`config.mk`:
```
export PLATFORM = sky130hd
export DESIGN_NAME = rsc_seconds_top
export DESIGN_NICKNAME = d
export VERILOG_FILES = /design/src/hdl/rsc_pkg.sv /design/src/hdl/rsc_reg_if.sv /design/src/hdl/rsc_seconds_top.sv /design/src/hdl/rsc_tick_gen.sv
export SDC_FILE = /design/constraint.sdc
export NUM_CORES = 1
export LEC_CHECK = 0
export ABC_AREA = 1
export ABC_CLOCK_PERIOD_IN_PS = 1500
export BUFFER_PORTS_ARGS = -buffer_cell sky130_fd_sc_hd__buf_2
export CAP_MARGIN = 20
export CORE_MARGIN = 2
export CORE_UTILIZATION = 49
export DETAILED_ROUTE_END_ITERATION = 12
export PLACE_DENSITY = 0.8
export SYNTH_ARGS = -nofsm -noshare
export SYNTH_HDL_FRONTEND = slang
export SYNTH_HIERARCHICAL = 1
export SYNTH_SLANG_ARGS = --single-unit
```
`constraint.sdc`:
```
create_clock -name hclk -period 1.5 [get_ports hclk]
set_input_delay 0.3 -clock hclk [delete_from_list [all_inputs] [get_ports hclk]]
set_output_delay 0.3 -clock hclk [all_outputs]
set_load 0.05 [all_outputs]
```
`src/hdl/rsc_pkg.sv`:
```
// Package of constants for the seconds-count stage of the real-time clock.
// Assumes a single 125 MHz clock domain and an AHB-Lite register bus.
//
// How it works
// - Seconds held as BCD 00 to 59.
// - Free running mode: plain 8-bit binary counter; reads show only bits 6:0.
// - Bit 7 busy high while time updates.
// - Tens digit in bits 6:4 counts 0-5.
// - Units digit advances each second, 0-9.
// - Units wrap past 9 carries into tens.
package rsc_pkg;

  // ---------------------------------------------------------------
  // Register map
  // ---------------------------------------------------------------
  localparam logic [11:0] RSC_OFS_SECONDS_COUNT = 12'h000;
  localparam logic [11:0] RSC_OFS_CONTROL = 12'h004;
  localparam logic [11:0] RSC_OFS_TICK_DIV = 12'h008;

  // ---------------------------------------------------------------
  // Field positions and reset values
  // ---------------------------------------------------------------
  localparam int RSC_BUSY_BIT = 7;
  localparam int RSC_TENS_LSB = 4;
  localparam int RSC_CTRL_RUN_BIT = 0;
  localparam int RSC_CTRL_FRC_BIT = 1;
  localparam logic [7:0] RSC_SECONDS_RESET = 8'h00;
  localparam logic [1:0] RSC_CTRL_RESET = 2'h0;
  localparam logic [3:0] RSC_UNITS_MAX = 4'h9;
  localparam logic [2:0] RSC_TENS_MAX = 3'h5;

  // ---------------------------------------------------------------
  // Timing
  // ---------------------------------------------------------------
  localparam int RSC_CLK_MHZ = 125;
  localparam int RSC_TICK_S = 1;
  localparam int RSC_TICK_CYCLES = RSC_TICK_S * RSC_CLK_MHZ * 1000000;
  // Busy is shown for this many cycles plus the step cycle, just before each update.
  localparam int RSC_BUSY_CYCLES = 4;

  typedef enum logic [1:0] {
    RSC_IDLE = 2'b00,
    RSC_BUSY = 2'b01,
    RSC_STEP = 2'b11
  } rsc_state_t;

endpackage

```
`src/hdl/rsc_reg_if.sv`:
```
// Interface joining the bus slave to the seconds counter core.
// Assumes both ends sit on hclk.
`timescale 1ns/10ps
`default_nettype none
interface rsc_reg_if;
  logic wr_seconds;
  logic [7:0] wdata;
  logic [7:0] seconds;
  logic busy;
  logic run;
  logic free_run;
  logic tick;
  logic minute_carry;
  modport slave (output wr_seconds, output wdata, output run, output free_run, input seconds, input busy);
  modport core (input wr_seconds, input wdata, input run, input free_run, input tick, output seconds,
                output busy, output minute_carry);
  modport ticker (input run, output tick);
endinterface
`default_nettype wire

```
`src/hdl/rsc_seconds_top.sv`:
```
// Seconds-count stage with AHB-Lite register access.
// Assumes a single-master AHB-Lite bus whose hready is this slave's hreadyout.
`timescale 1ns/10ps
`default_nettype none
module rsc_seconds_top #(
  parameter int TICK_CYCLES = rsc_pkg::RSC_TICK_CYCLES
) (
  input wire logic hclk,
  input wire logic hresetn,
  input wire logic hsel,
  input wire logic [11:0] haddr,
  input wire logic [1:0] htrans,
  input wire logic hwrite,
  input wire logic [2:0] hsize,
  input wire logic [31:0] hwdata,
  input wire logic hready,
  output logic [31:0] hrdata,
  output logic hreadyout,
  output logic hresp,
  output logic minute_carry
);
  import rsc_pkg::*;

  rsc_reg_if rif ();

  // ---------------------------------------------------------------
  // Bus slave
  // ---------------------------------------------------------------
  logic ph_wr;
  logic ph_rd;
  logic [11:0] ph_addr;
  logic [1:0] ctrl;
  logic [7:0] seconds_count;
  logic [2:0] busy_cnt;
  logic update_in_progress;
  rsc_state_t state;
  rsc_state_t next_state;

  wire logic take = hsel && hready && htrans[1];

  always_ff @(posedge hclk or negedge hresetn) begin
    if (!hresetn) begin
      ph_wr <= 1'b0;
      ph_rd <= 1'b0;
      ph_addr <= 12'h000;
    end else begin
      ph_wr <= take && hwrite;
      ph_rd <= take && !hwrite;
      ph_addr <= haddr;
    end
  end

  always_ff @(posedge hclk or negedge hresetn) begin
    if (!hresetn) begin
      ctrl <= RSC_CTRL_RESET;
    end else if (ph_wr && ph_addr == RSC_OFS_CONTROL) begin
      ctrl <= hwdata[1:0];
    end
  end

  always_ff @(posedge hclk or negedge hresetn) begin
    if (!hresetn) begin
      hrdata <= 32'h0000_0000;
    end else if (take && !hwrite) begin
      case (haddr)
        RSC_OFS_SECONDS_COUNT: hrdata <= {24'h00_0000, rif.busy, rif.seconds[6:0]};
        RSC_OFS_CONTROL: hrdata <= {30'h0000_0000, ctrl};
        RSC_OFS_TICK_DIV: hrdata <= 32'(TICK_CYCLES);
        default: hrdata <= 32'h0000_0000;
      endcase
    end
  end

  // Zero wait states; every response is OKAY.
  assign hreadyout = 1'b1;
  assign hresp = 1'b0;
  assign rif.run = ctrl[RSC_CTRL_RUN_BIT];
  assign rif.free_run = ctrl[RSC_CTRL_FRC_BIT];
  assign rif.wr_seconds = ph_wr && ph_addr == RSC_OFS_SECONDS_COUNT;
  assign rif.wdata = hwdata[7:0];

  rsc_tick_gen #(
    .TICK_CYCLES(TICK_CYCLES)
  ) u_tick (
    .hclk(hclk),
    .hresetn(hresetn),
    .rif(rif)
  );

  // ---------------------------------------------------------------
  // Seconds core
  // ---------------------------------------------------------------
  function automatic logic [7:0] bcd_next(input logic [7:0] v, output logic carry);
    logic [3:0] u;
    logic [2:0] t;
    u = v[3:0];
    t = v[6:4];
    carry = 1'b0;
    if (u >= RSC_UNITS_MAX) begin
      u = 4'h0;
      if (t >= RSC_TENS_MAX) begin
        t = 3'h0;
        carry = 1'b1;
      end else begin
        t = t + 3'h1;
      end
    end else begin
      u = u + 4'h1;
    end
    bcd_next = {1'b0, t, u};
  endfunction

  // The update is stretched over a few cycles so that a read racing the
  // tick sees busy; software must then read again.
  always_comb begin
    case (state)
      RSC_IDLE: next_state = rif.tick ? RSC_BUSY : RSC_IDLE;
      RSC_BUSY: next_state = (busy_cnt == 3'(RSC_BUSY_CYCLES - 1)) ? RSC_STEP : RSC_BUSY;
      RSC_STEP: next_state = RSC_IDLE;
      default: next_state = RSC_IDLE;
    endcase
  end

  always_ff @(posedge hclk or negedge hresetn) begin
    if (!hresetn) begin
      state <= RSC_IDLE;
      busy_cnt <= 3'h0;
    end else begin
      state <= next_state;
      busy_cnt <= (state == RSC_BUSY) ? busy_cnt + 3'h1 : 3'h0;
    end
  end

  logic [7:0] stepped;
  logic wrap;
  always_comb begin
    stepped = bcd_next(seconds_count, wrap);
  end

  always_ff @(posedge hclk or negedge hresetn) begin
    if (!hresetn) begin
      seconds_count <= RSC_SECONDS_RESET;
      minute_carry <= 1'b0;
    end else begin
      minute_carry <= 1'b0;
      if (rif.wr_seconds) begin
        seconds_count <= rif.free_run ? rif.wdata : {1'b0, rif.wdata[6:0]};
      end else if (state == RSC_STEP) begin
        if (rif.free_run) begin
          seconds_count <= seconds_count + 8'h01;
        end else begin
          seconds_count <= stepped;
          minute_carry <= wrap;
        end
      end
    end
  end

  always_ff @(posedge hclk or negedge hresetn) begin
    if (!hresetn) begin
      update_in_progress <= 1'b0;
    end else begin
      update_in_progress <= (next_state != RSC_IDLE);
    end
  end

  assign rif.seconds = seconds_count;
  assign rif.busy = update_in_progress;
  assign rif.minute_carry = minute_carry;
endmodule
`default_nettype wire

```
`src/hdl/rsc_tick_gen.sv`:
```
// One-second tick generator for the seconds stage.
// Assumes hclk at the rate in the package; the divisor is a parameter.
`timescale 1ns/10ps
`default_nettype none
module rsc_tick_gen #(
  parameter int TICK_CYCLES = rsc_pkg::RSC_TICK_CYCLES
) (
  input wire logic hclk,
  input wire logic hresetn,
  rsc_reg_if.ticker rif
);
  import rsc_pkg::*;

  logic [31:0] count;
  logic tick_q;

  // The divider is held at zero while stopped so restart gives a full second.
  always_ff @(posedge hclk or negedge hresetn) begin
    if (!hresetn) begin
      count <= 32'h0000_0000;
      tick_q <= 1'b0;
    end else if (!rif.run) begin
      count <= 32'h0000_0000;
      tick_q <= 1'b0;
    end else if (count == 32'(TICK_CYCLES - 1)) begin
      count <= 32'h0000_0000;
      tick_q <= 1'b1;
    end else begin
      count <= count + 32'h0000_0001;
      tick_q <= 1'b0;
    end
  end

  assign rif.tick = tick_q;
endmodule
`default_nettype wire

```
==> flow_metrics.env <==
export IMPL_globalplace_congestion=0.939
export IMPL_pwr_density_cell_mw_per_mm2=815
export IMPL_endpoint_kind="flop"
export IMPL_final_net_count=669
export IMPL_count_of_flip_flops_with_a_built_in_enable_after_synthesis=0
export IMPL_maximum_buffer_depth_of_the_clock_tree=2
export IMPL_timing_worst_slew_pin_value_ps=558
export IMPL_synthTopCellsByCount="nand2_1, nor2_1, dfrtp_1"
export IMPL_final_seq_area_sq_mm=0.00178
export IMPL_tritoncts_num_buffers=9
export IMPL_maxCapViolations=0
export IMPL_grt_antenna_before_repair=0
export IMPL_insertion_delay_ps=340
export IMPL_r2r_cells=9
export IMPL_postSynthAreaPerCell_sq_um=7.39
export IMPL_grt_setup_unrepaired="true"
export IMPL_gr_total_overflow=0
export IMPL_route_detailed_wl_per_inst_microns=13.0
export IMPL_initial_core_util=0.499
export IMPL_vias=3643
export IMPL_setup_worst_path_start_class="flop"
export IMPL_die_area_sq_mm=0.00902
export IMPL_period_minus_slack_ps=1610
export IMPL_buffer_cell_driving_the_clock_tree_root="clkbuf_8"
export IMPL_gr_usage_all_layers=0.218
export IMPL_numClockSinks=71
export IMPL_clkSlewWorstSetupHoldPaths_ps=80
export IMPL_first_iter_violations=187
export IMPL_cell_with_the_most_instances_after_synthesis="nand2_1"
export IMPL_worst_path_buf_inv=1
export IMPL_place_area_sq_mm=0.00433
export IMPL_floorplan_io_pins=89
export IMPL_slowest_delay_ps=360
export IMPL_final_util=0.590
export IMPL_numPlacedInstances=692
export IMPL_synth_yosys_seq_area_share=0.438
export IMPL_post_synth_main_area_contributors="dfrtp_1, nand2_1, nor2_1"
export IMPL_most_frequently_used_flop_master_after_synthesis="dfrtp_1"
export IMPL_core_area_sq_mm=0.00813
export IMPL_multi_input_area_sq_mm=0.00205
export IMPL_fillCellCount=715
export IMPL_finish_instance_area_sq_mm=0.00480
export IMPL_dp_hpwl_microns=6460
export IMPL_fmax_mhz=619
export IMPL_yosys_cell_types_count=33
export IMPL_cp_data_required_time_ps=1730
export IMPL_layout_drive_gt1_share=0.216
export IMPL_fin_max_slew_vios=0
export IMPL_fin_worst_hold_slack_ps=76.1
export IMPL_hold_wc_path_type="input port to flop"
export IMPL_synth_warning_count=6
export IMPL_cts_htree_levels=3
export IMPL_flow_area_growth_from_synthesis_pct=18.4
export IMPL_first_pass_grt_wire_length_microns=15300
export IMPL_drt_first_pass_iters=5
export IMPL_die_h_microns=95.0
export IMPL_clock_skew_ps=12.3
export IMPL_worst_setup_path_type="flop to flop"
export IMPL_finalWirelength_microns=9290
export IMPL_max_vdd_ir_drop_uv=493
export IMPL_worstHoldPathCells=1
export IMPL_number_of_failing_hold_endpoints_at_the_final_stage=0
export IMPL_violations="negative setup slack"
export IMPL_worst_path_max_delay_cell="dfrtp_1"
export IMPL_timing_final_crit_share=1.08
export IMPL_total_power_mw=3.91
export IMPL_vias_per_cell=5.08
export IMPL_syn_area_sq_mm=0.00406
export IMPL_max_slew_margin_rel=0.628
export IMPL_synth_top_area_share=0.438
export IMPL_final_cell_count_no_fill=717
export IMPL_fin_ws_ps=-115
export IMPL_drc_errors=0
export IMPL_worst_path_max_fanout=5
export IMPL_n_antenna_cell=0
export IMPL_async_reset_ff_frac=1.00
export IMPL_die_x_microns=95.0
export IMPL_post_place_ws_ps=-54.6
export IMPL_clock_tree_from_tritoncts="yes"
export IMPL_cp_depth=9
export IMPL_drtAntennaViolNets=0
export IMPL_outcome="complete, but fails checks"
export IMPL_synth_seq_cells=71
export IMPL_synth_largest_area_cell="dfrtp_1"
export IMPL_worst_ep_arrival_time_ps=1840
export IMPL_grt_max_degree=72
export IMPL_number_of_port_buffers=45
export IMPL_setup_viol=19
export IMPL_std_cell_rows=33
export IMPL_worstPathCellList="ha_2, nand2_2, nor2_4, buf_6, nand2_8, nor2_4, nand3_4, nand2_8, nor2_2"
export IMPL_netlist_instances=549
export IMPL_grt_pass1_vias=3535
export IMPL_critical_path_top_delay_family="simple AND/OR/NAND/NOR gates"
export IMPL_final_setup_tns_ps=-1790
export IMPL_power_static_leakage_nw=2.32
==> worst paths after layout <==
kind,start,to,slack [ps]
setup / recovery,u_tick/count[1],u_tick/count[26],-110
hold / removal,haddr[9],ph_addr[9],80
setup reg to reg,u_tick/count[1],u_tick/count[26],-110
hold reg to reg,busy_cnt[0],busy_cnt[0],430
max in group asynchronous,hresetn,hrdata[25],670
min in group asynchronous,hresetn,rif.seconds[4],490
==> power breakdown <==
group	internal [mW]	switching, mW	total (mW)
Combinational	0.0631	0.190	0.253
Sequential	1.94	0.0214	1.96
Clock	0.983	0.718	1.70
Total	2.98	0.929	3.91
==> kinds of logic after synthesis <==
kind of cell | Yosys count | synth area share
AOI/OAI and AO/OA | 22 | 0.0321
buffers and inverters | 90 | 0.110
and+or+nand+nor | 340 | 0.358
DFF | 71 | 0.438
muxes | 1 | 0.00278
xor gates and xnor gates | 15 | 0.0324
other | 2 | 0.00185
adders and majority gates | 8 | 0.0247
==> cell usage in the layout (no fill, tap or decap), drive strengths merged <==
cell type    netlist  routed
dlygate4sd3        0       1
conb               2      14
mux2               1       1
dfrtp             71      71
o21ai             10      10
nand3b             3       3
xnor2              6       6
nand4              7       7
inv               60      60
xor2               9       9
nand2            163     165
nor2             119     119
nor3b              1       1
nor4               1       1
o21bai             1       1
o31ai              4       4
o211ai             3       3
clkinv             1       3
ha                 8       8
nand3             37      37
or2                2       2
clkinvlp           0       1
bufinv             0       2
buf               27      61
nor3               7       7
a21oi              4       4
clkbuf             2      11
==> final cells by class <==
cell class,instances,area share
multi-input cells,402,0.428
flip-flops and latches,71,0.372
repair buffers,62,0.0792
inverters,61,0.0477
clock buffers,11,0.0295
well taps,105,0.0274
clock inverters,5,0.0169
==> what timing repair did <==
action	in CTS	in global routing
cloned	2	0
endpoints found under the setup margin	21	43
pin swaps	11	8
hold buffers	1	0
resized for setup	18	33
endpoints found under the hold margin	68	0
setup buffers	3	3
==> registers in the layout, indices dropped and copies added, names as in the netlist <==
register and flops:
busy_cnt 3, ctrl 2, hrdata 9, minute_carry 1, ph_addr 12, ph_wr 1, rif.busy 1, rif.seconds 7
state 2, u_tick/count 32, u_tick/rif.tick 1
==> routing by layer <==
layer  up-vias  share of wire  global-route usage
li1       1785              -                   -
met1      1680           0.41               0.264
met2       151           0.49               0.374
met3        27          0.068              0.0463
met4         0          0.027              0.0930
met5         -              0                   0
Note: power is estimated with default switching activity, not from simulation.
